--- src/tpd_pkg.sv ---
package tpd_pkg;

  // Decoder input code {first, second, third_not_fourth}
  localparam logic [2:0] TPD_CODE_POS2 = 3'h4;
  localparam logic [2:0] TPD_CODE_POS3 = 3'h1;
  localparam logic [2:0] TPD_CODE_POS4 = 3'h5;
  localparam logic [2:0] TPD_CODE_POS5 = 3'h2;
  localparam logic [2:0] TPD_CODE_POS6 = 3'h6;
  localparam logic [2:0] TPD_CODE_POS7 = 3'h3;
  localparam logic [2:0] TPD_CODE_POS8 = 3'h7;

  // Active-low isolator drive, bit 0 is position 2; all high means none
  localparam logic [6:0] TPD_ISO_NONE  = 7'h7f;
  // Shorted resistor mask, bit 0 is the first series resistor
  localparam logic [6:0] TPD_SHORT_NONE = 7'h00;
  // Output level in tenths of a volt
  localparam logic [9:0] TPD_LVL_IDLE = 10'h000;
  localparam logic [9:0] TPD_LVL_POS1 = 10'd125;
  localparam logic [9:0] TPD_LVL_POS2 = 10'd225;
  localparam logic [9:0] TPD_LVL_POS3 = 10'd312;
  localparam logic [9:0] TPD_LVL_POS4 = 10'd430;
  localparam logic [9:0] TPD_LVL_POS5 = 10'd512;
  localparam logic [9:0] TPD_LVL_POS6 = 10'd573;
  localparam logic [9:0] TPD_LVL_POS7 = 10'd632;
  localparam logic [9:0] TPD_LVL_POS8 = 10'd680;

  // Throttle position as seen from the solenoid pattern
  typedef enum logic [3:0] {
    TPD_STOP, TPD_LOW_IDLE, TPD_IDLE_OR_1, TPD_P2, TPD_P3, TPD_P4,
    TPD_P5, TPD_P6, TPD_P7, TPD_P8, TPD_UNDEF
  } tpd_pos_t;

  typedef struct packed {
    logic speed_sol_first;
    logic speed_sol_second;
    logic speed_sol_third;
    logic speed_sol_fourth;
  } tpd_sol_t;

  typedef struct packed {
    logic [6:0] isolator_n;
    logic [6:0] shorted;
    logic [9:0] level;
  } tpd_out_t;

endpackage

--- src/tpd_sync.sv ---
module tpd_sync
  import tpd_pkg::*;
#(
  parameter int WIDTH = 4
)(
  // Clock and reset
  input  wire logic             clk_i,
  input  wire logic             rst_n_i,
  // Data
  input  wire logic [WIDTH-1:0] d_i,
  output logic      [WIDTH-1:0] q_o
);
  logic [WIDTH-1:0] meta_r;
  logic [WIDTH-1:0] meta_nxt;
  logic [WIDTH-1:0] q_r;
  logic [WIDTH-1:0] q_nxt;

  always_comb
  begin
    meta_nxt = d_i;
    q_nxt    = meta_r;
  end

  always_ff @(posedge clk_i or negedge rst_n_i)
  begin
    if (!rst_n_i)
    begin
      meta_r <= '0;
      q_r    <= '0;
    end
    else
    begin
      meta_r <= meta_nxt;
      q_r    <= q_nxt;
    end
  end

  assign q_o = q_r;
endmodule // tpd_sync

--- src/tpd_throttle_position_decoder.sv ---
// Notes on behaviour
// [RULE1] Four inputs, one per speed solenoid
// [RULE2] Input one and two follow solenoids directly
// [RULE3] Third input: third solenoid, not fourth
// [RULE4] Three-bit code maps to positions two-eight
// [RULE5] Only one position output active
// [RULE6] Position outputs are active low
// [RULE7] Controller energizes solenoids per position pattern
// [RULE8] Position one: no output, minimum level
// [RULE9] Position two shorts first series resistor
// [RULE10] Higher position removes more resistance
// [RULE11] Position eight bypasses all resistance
// [RULE12] Output levels follow first variant table
// [RULE13] Inputs pass two-stage synchroniser first
module tpd_throttle_position_decoder
  import tpd_pkg::*;
(
  // Clock and reset
  input  wire logic            clk_i,
  input  wire logic            rstn_i,
  // Solenoid energize lines
  input  wire tpd_pkg::tpd_sol_t sol_i,
  // Isolator drives, bit 0 is position 2, active low
  output logic [6:0]           isolator_pos_n_o,
  // Shorted series resistor mask toward the string
  output logic [6:0]           shorted_res_o,
  // Nominal level toward the rate control unit, tenths of a volt
  output logic [9:0]           rate_control_unit_level_o,
  // Decoded position
  output tpd_pkg::tpd_pos_t    position_o
);
  import tpd_pkg::*;

  ////////////////////////////////////////////////////////////////
  // Reset release through two flops: assertion acts at once, release is
  // held back two edges so no flop past these two sees the pin rise close to the clock;
  // a glitch shorter than a clock on the pin still resets the whole block
  logic [1:0] rst_sync_r;
  logic [1:0] rst_sync_nxt;
  logic       rst_n;

  always_comb
  begin
    rst_sync_nxt = {rst_sync_r[0], 1'b1};
  end

  always_ff @(posedge clk_i or negedge rstn_i)
  begin
    if (!rstn_i)
      rst_sync_r <= 2'h0;
    else
      rst_sync_r <= rst_sync_nxt;
  end
  assign rst_n = rst_sync_r[1];

  ////////////////////////////////////////////////////////////////
  // Input synchroniser; the solenoid lines are slow levels, so two
  // stages of delay cost nothing against the throttle's own response
  tpd_sol_t sol_s;

  // Held in reset by the released copy so it leaves reset with the decode
  tpd_sync #(.WIDTH(4)) u_sync (                // [RULE13]
    .clk_i  (clk_i),
    .rst_n_i(rst_n),
    .d_i    (sol_i),                            // [RULE1]
    .q_o    (sol_s)
  );

  ////////////////////////////////////////////////////////////////
  // Solenoid pattern to throttle position
  logic       third_not_fourth;
  logic [2:0] code;
  tpd_pos_t   pos_nxt;
  tpd_pos_t   pos_r;

  // Stands in for the gate ahead of the decoder; code is first, second,
  // gated third, most significant first
  assign third_not_fourth = sol_s.speed_sol_third & ~sol_s.speed_sol_fourth;                  // [RULE3]
  assign code             = {sol_s.speed_sol_first, sol_s.speed_sol_second, third_not_fourth}; // [RULE2]

  // Low idle energizes the first and fourth solenoids and so presents
  // code 100, like position 2; only the fourth line tells them apart,
  // and low idle must leave the whole string in circuit
  always_comb
  begin
    pos_nxt = TPD_IDLE_OR_1;                                      // [RULE8]
    case (code)                                                   // [RULE4]
      TPD_CODE_POS2:
      begin
        if (sol_s.speed_sol_fourth)
          pos_nxt = TPD_LOW_IDLE;                                 // [RULE12]
        else
          pos_nxt = TPD_P2;
      end
      TPD_CODE_POS3:
      begin
        pos_nxt = TPD_P3;
      end
      TPD_CODE_POS4:
      begin
        pos_nxt = TPD_P4;
      end
      // Positions 5 and 6 keep the fourth solenoid up; the gate hides it
      TPD_CODE_POS5:
      begin
        pos_nxt = TPD_P5;
      end
      TPD_CODE_POS6:
      begin
        pos_nxt = TPD_P6;
      end
      TPD_CODE_POS7:
      begin
        pos_nxt = TPD_P7;
      end
      TPD_CODE_POS8:
      begin
        pos_nxt = TPD_P8;
      end
      default:
      begin
        // Code 000: idle and position 1 energize nothing and look alike,
        // so both report position 1; the fourth solenoid alone is stop
        if (sol_s.speed_sol_fourth)
          pos_nxt = TPD_STOP;
      end
    endcase
  end

  ////////////////////////////////////////////////////////////////
  // Position to isolator drive, shorted resistors and level; the level
  // is in tenths of a volt of the regulated reference
  tpd_out_t out_nxt;
  tpd_out_t out_r;

  // One isolator low at a time; each position shorts a longer prefix of
  // the string than the one below it, so the level only rises with position
  always_comb
  begin
    out_nxt.isolator_n = TPD_ISO_NONE;
    out_nxt.shorted    = TPD_SHORT_NONE;
    out_nxt.level      = TPD_LVL_IDLE;
    case (pos_nxt)                                                // [RULE5] [RULE6]
      TPD_IDLE_OR_1:
      begin
        out_nxt.level = TPD_LVL_POS1;                             // [RULE8]
      end
      TPD_P2:
      begin
        // Bypasses the first series resistor only
        out_nxt.isolator_n = 7'h7e;
        out_nxt.shorted    = 7'h01;                               // [RULE9]
        out_nxt.level      = TPD_LVL_POS2;                        // [RULE12]
      end
      TPD_P3:
      begin
        // First two resistors bypassed
        out_nxt.isolator_n = 7'h7d;
        out_nxt.shorted    = 7'h03;                               // [RULE10]
        out_nxt.level      = TPD_LVL_POS3;
      end
      TPD_P4:
      begin
        out_nxt.isolator_n = 7'h7b;
        out_nxt.shorted    = 7'h07;
        out_nxt.level      = TPD_LVL_POS4;
      end
      TPD_P5:
      begin
        out_nxt.isolator_n = 7'h77;
        out_nxt.shorted    = 7'h0f;
        out_nxt.level      = TPD_LVL_POS5;
      end
      TPD_P6:
      begin
        out_nxt.isolator_n = 7'h6f;
        out_nxt.shorted    = 7'h1f;
        out_nxt.level      = TPD_LVL_POS6;
      end
      TPD_P7:
      begin
        out_nxt.isolator_n = 7'h5f;
        out_nxt.shorted    = 7'h3f;
        out_nxt.level      = TPD_LVL_POS7;
      end
      TPD_P8:
      begin
        // Whole string bypassed: the full reference reaches the rate control unit
        out_nxt.isolator_n = 7'h3f;
        out_nxt.shorted    = 7'h7f;                               // [RULE11]
        out_nxt.level      = TPD_LVL_POS8;
      end
      default:
      begin
        // Stop and low idle: nothing shorted and no reference level
        out_nxt.level = TPD_LVL_IDLE;                             // [RULE12]
      end
    endcase
  end

  ////////////////////////////////////////////////////////////////
  // Output registers; reset shows every isolator off and an undefined
  // position until the first edge after release, which decodes the cleared synchroniser as position 1
  always_ff @(posedge clk_i or negedge rst_n)
  begin
    if (!rst_n)
    begin
      out_r <= {TPD_ISO_NONE, TPD_SHORT_NONE, TPD_LVL_IDLE};
      pos_r <= TPD_UNDEF;
    end
    else
    begin
      out_r <= out_nxt;
      pos_r <= pos_nxt;
    end
  end

  // Every output comes straight from a register
  assign isolator_pos_n_o          = out_r.isolator_n;
  assign shorted_res_o             = out_r.shorted;
  assign rate_control_unit_level_o = out_r.level;
  assign position_o                = pos_r;
endmodule // tpd_throttle_position_decoder
--- config.mk ---
export PLATFORM = sky130hd
export DESIGN_NAME = tpd_throttle_position_decoder
export DESIGN_NICKNAME = d
export VERILOG_FILES = /design/src/tpd_pkg.sv /design/src/tpd_sync.sv /design/src/tpd_throttle_position_decoder.sv
export SDC_FILE = /design/constraint.sdc
export NUM_CORES = 1
export LEC_CHECK = 0
export BUFFER_PORTS_ARGS = -buffer_cell sky130_fd_sc_hd__buf_2
export CORE_ASPECT_RATIO = 0.6
export CORE_UTILIZATION = 45
export CTS_BUF_LIST = sky130_fd_sc_hd__clkbuf_8
export DETAILED_ROUTE_END_ITERATION = 8
export PLACE_DENSITY = 0.73
export SYNTH_ARGS = -nofsm -noshare
export SYNTH_HDL_FRONTEND = slang
export SYNTH_SLANG_ARGS = --single-unit
export TNS_END_PERCENT = 30
--- constraint.sdc ---
create_clock -name clk_i -period 1.3 [get_ports clk_i]
set_input_delay 0 -clock clk_i [delete_from_list [all_inputs] [get_ports clk_i]]
set_output_delay 0 -clock clk_i [all_outputs]
set_load 0.02 [all_outputs]
* Word level (Yosys, flattened, before mapping)
Cells that the tools add are included.
** Storage, ports and cells
- Register bits :: 38
- Input port bits :: 6
- Output and inout port bits :: 28
- Logic and storage cells :: 29
** Operators by class
- Eq/ne operators :: 15
- Mux-type cells :: 5
- Bitwise gates (word level) :: 2
** Operator list (number)
- one-hot mux 14 bit (7 select lines) :: 1
- one-hot mux 10 bit (8 select lines) :: 1
- one-hot mux 4 bit (7 select lines) :: 1
- == test 4 x 3 -> 1 bit, second input constant :: 4
- == test 3 bit, second input constant :: 4
- == test 4 x 2 -> 1 bit, second input constant :: 2
- == test 4 bit, second input constant :: 2
- == test 3 x 2 -> 1 bit, second input constant :: 2
- two-way mux 2 bit :: 2
- == test 3 x 1 -> 1 bit, second input constant :: 1
- bitwise AND 1 bit :: 1
- NOT 1 bit :: 1

* Longest topological paths before layout
Gate-level depths: netlist (run 1).
- Depth after elaboration :: 6
- Mapped depth :: 4
- Gate-level depth less buffers :: 2

* By module
Synthesis (run 1) repeated with hierarchy kept, for this count alone.
** Second synthesis, totals
- Cell total of the unflattened synthesis :: 85
- Area, all modules :: 1234.9 um^2
** By module, submodules not included
- tpd_throttle_position_decoder :: times used 1, cells each 77, area each 1034.7 um^2, sequential area each 762.0 um^2
- tpd_sync :: times used 1, cells each 8, area each 200.2 um^2, sequential area each 200.2 um^2

* Least setup slack after synthesis (run 1)
OpenSTA, ideal clock, no wires.
- Kind :: reg2reg
- Start :: reg u_sync.q_r[1], in the netlist u_sync.q_o[1]
- End :: reg out_r (netlist bit isolator_pos_n_o[0])
- Library setup time :: 0.088 ns
- Data arrival time :: 1.054 ns
- Data required time :: 1.212 ns
- Path slack :: 0.158 ns
- Stages on the path, launching flop included :: 4
- Path buffers :: 1
- Period minus slack after synthesis :: 1.142 ns
- Path through :: dfrtp_1 buf_6 or2_0 or3b_1
** RTL lines
- start, declared :: line tpd_sync.sv:15 : logic [WIDTH-1:0] q_r;
- start signal, assigned :: line tpd_sync.sv:34 : q_r <= q_nxt;
- end signal, assigned :: line tpd_throttle_position_decoder.sv:208 : out_r <= {TPD_ISO_NONE, TPD_SHORT_NONE, TPD_LVL_IDLE};
- end signal, assigned :: line tpd_throttle_position_decoder.sv:213 : out_r <= out_nxt;
- end, declared :: line tpd_throttle_position_decoder.sv:134 : tpd_out_t out_r;

==> results of run 1 <==
-- metal layers --
metal  up-vias  track usage [%]  wire length [um]
met5         -                0                 0
met4         0             6.00                 0
met3         0             6.65               136
met2        24             22.7               831
met1       346             18.4               902
li1        341                -                 -
-- logic make-up (layout without fill, tap and decap cells) --
| family | Yosys count | in the layout | synth area share, % |
|---|---|---|---|
| flip-flops | 38 | 38 | 76.7 |
| AND/OR/NAND/NOR | 25 | 25 | 11.7 |
| AO/OA/AOI/OAI | 9 | 9 | 5.19 |
| other | 1 | 1 | 0.299 |
| buffers and inverters | 10 | 50 | 4.69 |
| XOR/XNOR | 2 | 2 | 1.40 |
-- where the power goes --
group,switching (mW),total (mW),internal [mW]
combinational,0.139,0.222,0.0825
sequential,0.0262,1.28,1.25
clock,0.377,1.20,0.818
total,0.543,2.69,2.15
-- stage by stage --
stage / instance area (um^2) / worst slack, ns / instances / power (mW)
floorplan: 1250 / 0.158 / 85 / 1.45
global placement: 1430 / 0.177 / 144 / 1.51
detailed placement: 1430 / 0.143 / 144 / 1.51
CTS: 1620 / 0.124 / 157 / 2.73
global route: 1620 / 0.00764 / 157 / 2.80
finish: 1620 / 0.123 / 157 / 2.69
-- placed cells by master (no fill, tap or decap), drive strengths merged --
| master | netlist | routed |
|---|---|---|
| nor3 | 1 | 1 |
| or3b | 1 | 1 |
| a21oi | 1 | 1 |
| dlygate4sd3 | 0 | 5 |
| dfrtp | 29 | 29 |
| buf | 7 | 37 |
| bufinv | 0 | 2 |
| o21a | 1 | 1 |
| o21bai | 1 | 1 |
| clkbuf | 3 | 6 |
| o32ai | 2 | 2 |
| nand2 | 4 | 4 |
| xnor2 | 1 | 1 |
| nand2b | 3 | 3 |
| nor2b | 4 | 4 |
| o21ai | 2 | 2 |
| nor2 | 3 | 3 |
| nand3 | 2 | 2 |
| conb | 1 | 1 |
| and2 | 3 | 3 |
| o21ba | 1 | 1 |
| dfstp | 9 | 9 |
| nand3b | 1 | 1 |
| xor2 | 1 | 1 |
| nor3b | 2 | 2 |
| a21o | 1 | 1 |
| or2 | 1 | 1 |
-- repair_timing --
| action | in CTS | in global routing |
|---|---|---|
| endpoints found under the hold margin | 6 | 0 |
| setup buffers | 0 | 0 |
| hold buffers | 5 | 0 |
-- registers in the layout (all words and copies together), names as in the netlist --
name and cells:
u_sync.meta_r 4, shorted_res_o 7, u_sync.q_o 4, rst_sync_r 2, rate_control_unit_level_o 10, isolator_pos_n_o 7
position_o 4
-- final cells by class --
type,instances,share of cell area (%)
flip-flops and latches,38,59.3
clock buffers,6,5.09
clock inverters,2,3.70
well taps,32,2.47
multi-input cells,37,14.3
repair buffers,42,15.1
-- worst max path at each step --
stage	startpoint	to	slack [ns]	depth (start not counted)
2_1_floorplan	u_sync.q_o[1]	isolator_pos_n_o[0]	0.16	3
3_3_place_gp	u_sync.q_o[3]	rate_control_unit_level_o[2]	0.18	2
3_5_place_dp	u_sync.q_o[3]	rate_control_unit_level_o[2]	0.14	2
4_1_cts	u_sync.q_o[3]	rate_control_unit_level_o[2]	0.12	2
5_1_grt	u_sync.q_o[3]	rate_control_unit_level_o[2]	0.008	2
6_report	u_sync.q_o[3]	rate_control_unit_level_o[2]	0.12	2
==> impl_results.md, run 1 <==
- Root Buffer: clkbuf_8
- Top-count cell post-synth: dfrtp_1
- Synth top area share: 57.9%
- Startpoint class of the critical path: register
- Synth Register Bits: 38
- Wire per inst: between 10 and 15 um
- Mapped Area: between 1000 and 1500 um^2
- Ranking of synthesized cells by area: dfrtp_1 58%, dfstp_2 19%, buf_2 2.0%
- Initial antenna violation count: 0
- Maximum vdd drop: 0.920 mV
- Antenna-violating nets left: 0
- WS Path Type: register to register
- Main synth FF type: dfrtp_1
- Netlist cell types: 27
- Max clock buf depth: 2
- Multi-input gate area: 233 um^2
- H-tree depth: 2
- ANT cells: 0
- Worst path bufs/invs: 0
- DRC: 0
- CP max-delay cell: dfrtp_1
- Commonest cells in the netlist: 29 x dfrtp_1, 9 x dfstp_2, 5 x buf_2
- First-pass GRT wire length: approximately 3300 um
- FFs w/ async S/R, synth: 100%
- Via/cell ratio: between 4 and 5
- Largest net degree at the start of global routing: 37
- Reg2Reg Depth: 2
- Peak per-stage delay on the critical path: 0.56 ns
- Top cell type by total area after synthesis: dfrtp_1
- GRT overflow: 0
- Initial Utilization: between 40% and 50%
- Placer's final routability congestion estimate: between 0.6 and 0.7
- Die Wd: 70.1 um
- Die Ht: roughly 43 um
- Status: completed
- WP data arrival: about 1.4 ns
- # setup viols final: 0
- Area Overhead vs Synth: 29.4%
- Fin Hold WS: ~0.022 ns
- Layout cells sized above 1: roughly 45%
- Leakage: between 0.7 and 0.8 nW
- Worst R2R End: rate_control_unit_level_o[2]
- Hpwl dp: between 1000 and 1500 um
- Clock slew at reported path FFs: 0.07 ns
- Post-Route Skew: approximately 0.008 ns
- Die ar.: between 3000 and 4000 um^2
- Fin util: 63.0%
- Core Region: between 2000 and 3000 um^2
- # rows: 14
- Total wire length: about 1900 um
- Ports: 34
- Worst-skew pair later-pin latency: between 0.2 and 0.3 ns
- EDFF count, synth: 0
- Synth warnings: 0
- Max Cap Violations: 0
- Violation count after the first detailed-route iteration: 37
- CTS tree: done
- Mean post-synth cell area: about 15 um^2
- Final hold violations: 0
- Setup TNS: 0 ns
- Nets@finish: 130
- Syn nets: about 90
- Total GRT Usage: between 10 and 15%
- Min Tclk post-route: 1.18 ns
- Worst hold path type: input pin to async pin
- RR Startpoint: u_sync.q_o[3]
- PD cells: between 1500 and 2000 nW/um^2
- Gates resized, CTS repair: 0
- Max-slew violations: 0
- Final-layout fill cell count: 190
- CTS sink cnt: 38
- Via count: between 700 and 800
- CP cell instances: xor2_1, o32ai_1
- Period utilization: between 90% and 100%
- Fmax: around 850 MHz
- Vias in the first global route: 720
- Max FO, Critical Path: 17
- CP top delay family: flip-flops
- Seq/Total Area, Yosys: around 77%
- Mapped Cells: 85
- R2r setup slk: roughly 0.12 ns
- Storage cell area: a little under 1000 um^2
- Critical Path RT: 1.47 ns
- TritonCTS Buffers: 5
- Critical Path End Type: register
- First-pass detailed-route iteration total: 3
- Unrepaired setup endpoints after global routing: no
- IO Port Bufs: 33
No activity file was read; power rests on OpenSTA's default activity.
==> run 2: changes to the inputs <==
Settings changed: CELL_PAD_IN_SITES_DETAIL_PLACEMENT set to 0, CELL_PAD_IN_SITES_GLOBAL_PLACEMENT set to 1, CORE_UTILIZATION 45 to 42, PLACE_DENSITY 0.73 to 0.82.
==> impl_results.md, run 2 (same netlist as run 1, synthesis figures left out) <==
- Status: completed
- Hpwl dp: 1210 um (-2.8%)
- Ports: 34 (unchanged)
- Max-slew violations: 0 (unchanged)
- Number of flip-flops in the largest register: 10 (unchanged)
- Period utilization: 87.8% (-2.7 points)
- Setup Buffers After CTS: 0 (unchanged)
- Via/cell ratio: 4.24 (-6.5%)
- WP data arrival: 1.32 ns (-0.03 ns)
- Worst-skew pair later-pin latency: 0.28 ns (about the same)
- Die ar.: 3210 um^2 (+6.9%)
- Unrepaired setup endpoints after global routing: no
- WS Path Type: register to register
- Fmax: 876 MHz (+3.1%)
- First-pass detailed-route iteration total: 4 (+1)
- PD cells: 1410 nW/um^2 (-15%)
- GRT overflow: 0 (unchanged)
- Post-Route Skew: 0.00470 ns (-0.00331 ns)
- Core Region: 2660 um^2 (+3.4%)
- CTS sink cnt: 38 (unchanged)
- Clock slew at reported path FFs: 0.07 ns (about the same)
- Placer's final routability congestion estimate: 0.670 (+5.0%)
- Worst hold path type: input pin to async pin
- Storage cell area: 962 um^2 (unchanged)
- Critical Path RT: 1.48 ns (about the same)
- Final Power: 2.21 mW (-18%)
- Max clock buf depth: 2 (unchanged)
- Maximum vdd drop: 0.896 mV (-2.7%)
- Worst path bufs/invs: 0 (unchanged)
- Area Overhead vs Synth: 25.2%
- DRC: 0 (unchanged)
- Reg2Reg Depth: 2 (unchanged)
- Nets@finish: 130 (unchanged)
- TritonCTS Buffers: 5 (unchanged)
- Layout cells sized above 1: 42.4% (-2.4 points)
- Antenna-violating nets left: 0 (unchanged)
- Peak per-stage delay on the critical path: 0.65 ns (+0.09 ns)
- CTS tree: done
- IO Port Bufs: 33 (unchanged)
- Commonest cells after routing, fill and taps aside: 33 x buf_2, 29 x dfrtp_1, 9 x dfstp_2, 5 x clkbuf_8, 5 x dlygate4sd3_1
- First-pass GRT wire length: 3000 um (-8.0%)
- Die Wd: 72.5 um (+3.4%)
- Worst setup margin: 0.159 ns (+0.0354 ns)
- Min Tclk post-route: 1.14 ns (-0.0354 ns)
- Dpl ws: 0.192 ns (+0.0492 ns)
- Via count: 699 (-1.7%)
- Critical Path End Type: register
- Multi-input gate area: 233 um^2 (unchanged)
- Final-layout fill cell count: 223 (+17%)
- # rows: 14 (unchanged)
- Max FO, Critical Path: 17 (unchanged)
- Setup TNS: 0 ns (unchanged)
- Gates resized, CTS repair: 0 (unchanged)
- Total GRT Usage: 13.8% (-0.95 points)
- Final hold violations: 0 (unchanged)
- Wire per inst: 11.6 um (-2.4%)
- Initial Utilization: 47.1% (-1.6 points)
- Most common cell after layout, fill and taps aside: buf_2
- Startpoint class of the critical path: register
- H-tree depth: 2 (unchanged)
- ANT cells: 0 (unchanged)
- CP top delay family: flip-flops
- Max Cap Violations: 0 (unchanged)
- Largest net degree at the start of global routing: 37 (unchanged)
- Total wire length: 1920 um (+2.6%)
- CP Depth: 2 (unchanged)
- CP cell instances: nand2_1, o32ai_1
- Vias in the first global route: 652 (-9.4%)
- Die Ht: 44.3 um (+3.3%)
- Fin Hold WS: 0.0300 ns (+0.00823 ns)
- Initial antenna violation count: 0 (unchanged)
- Violation count after the first detailed-route iteration: 34 (-8.1%)
- CP max-delay cell: dfrtp_1
- Root Buffer: clkbuf_8
- Leakage: 0.745 nW (-2.5%)
- # setup viols final: 0 (unchanged)
[run 2: worst reg2reg max path: cells and delay by family, from the launching register on]
kind            cells  cell delay [ns]
simple gates        1             0.22
compound gates      1             0.17
flops               1             0.65
[run 2: per-stage QoR]
stage / instance area (um^2) / utilization [%] / std cells
after floorplan: 1250 / - / 85
after detailed placement: 1440 / 54.1 / 152
after global placement: 1440 / 54.1 / 152
after global routing: 1570 / 59.0 / 165
final: 1570 / 59.0 / 165
after CTS: 1570 / 59.0 / 165
[run 2: path summary, 6_finish.rpt]
kind                                  startpoint                            to  slack [ns]
worst min-delay path                      rstn_i                 rst_sync_r[1]        0.03
worst max-delay path               u_sync.q_o[3]  rate_control_unit_level_o[4]        0.16
min in group clk_i              u_sync.meta_r[3]                 u_sync.q_o[3]        0.35
max in group asynchronous          rst_sync_r[1]           isolator_pos_n_o[6]        0.70
worst max register to register     u_sync.q_o[3]  rate_control_unit_level_o[4]        0.16
worst min register to register     rst_sync_r[1]  rate_control_unit_level_o[3]        0.27
[run 2: where the power goes]
group	internal, mW	switching, mW	total, mW
Clock	0.356	0.356	0.712
Sequential	1.25	0.0268	1.28
Combinational	0.0825	0.139	0.221
[run 2: layout make-up]
| type | instances | share of cell area, % |
|---|---|---|
| Tap cell | 40 | 3.19 |
| Sequential cell | 38 | 61.3 |
| Clock inverter | 3 | 0.717 |
| Clock buffer | 5 | 4.38 |
| Multi-Input combinational cell | 37 | 14.8 |
| Timing Repair Buffer | 42 | 15.6 |
[run 2: per-layer routing]
layer	global-route usage, %	vias to the layer above	part of all wire, %
li1	-	341	-
met1	18.2	327	49
met2	19.3	28	42
met3	6.61	3	7.6
met4	7.06	0	1.3
met5	0	-	0
[run 2: what timing repair did]
| item | CTS | global route |
|---|---|---|
| endpoints found under the setup margin | 0 | 0 |
| endpoints found under the hold margin | 6 | 0 |
| hold buffers | 5 | 0 |
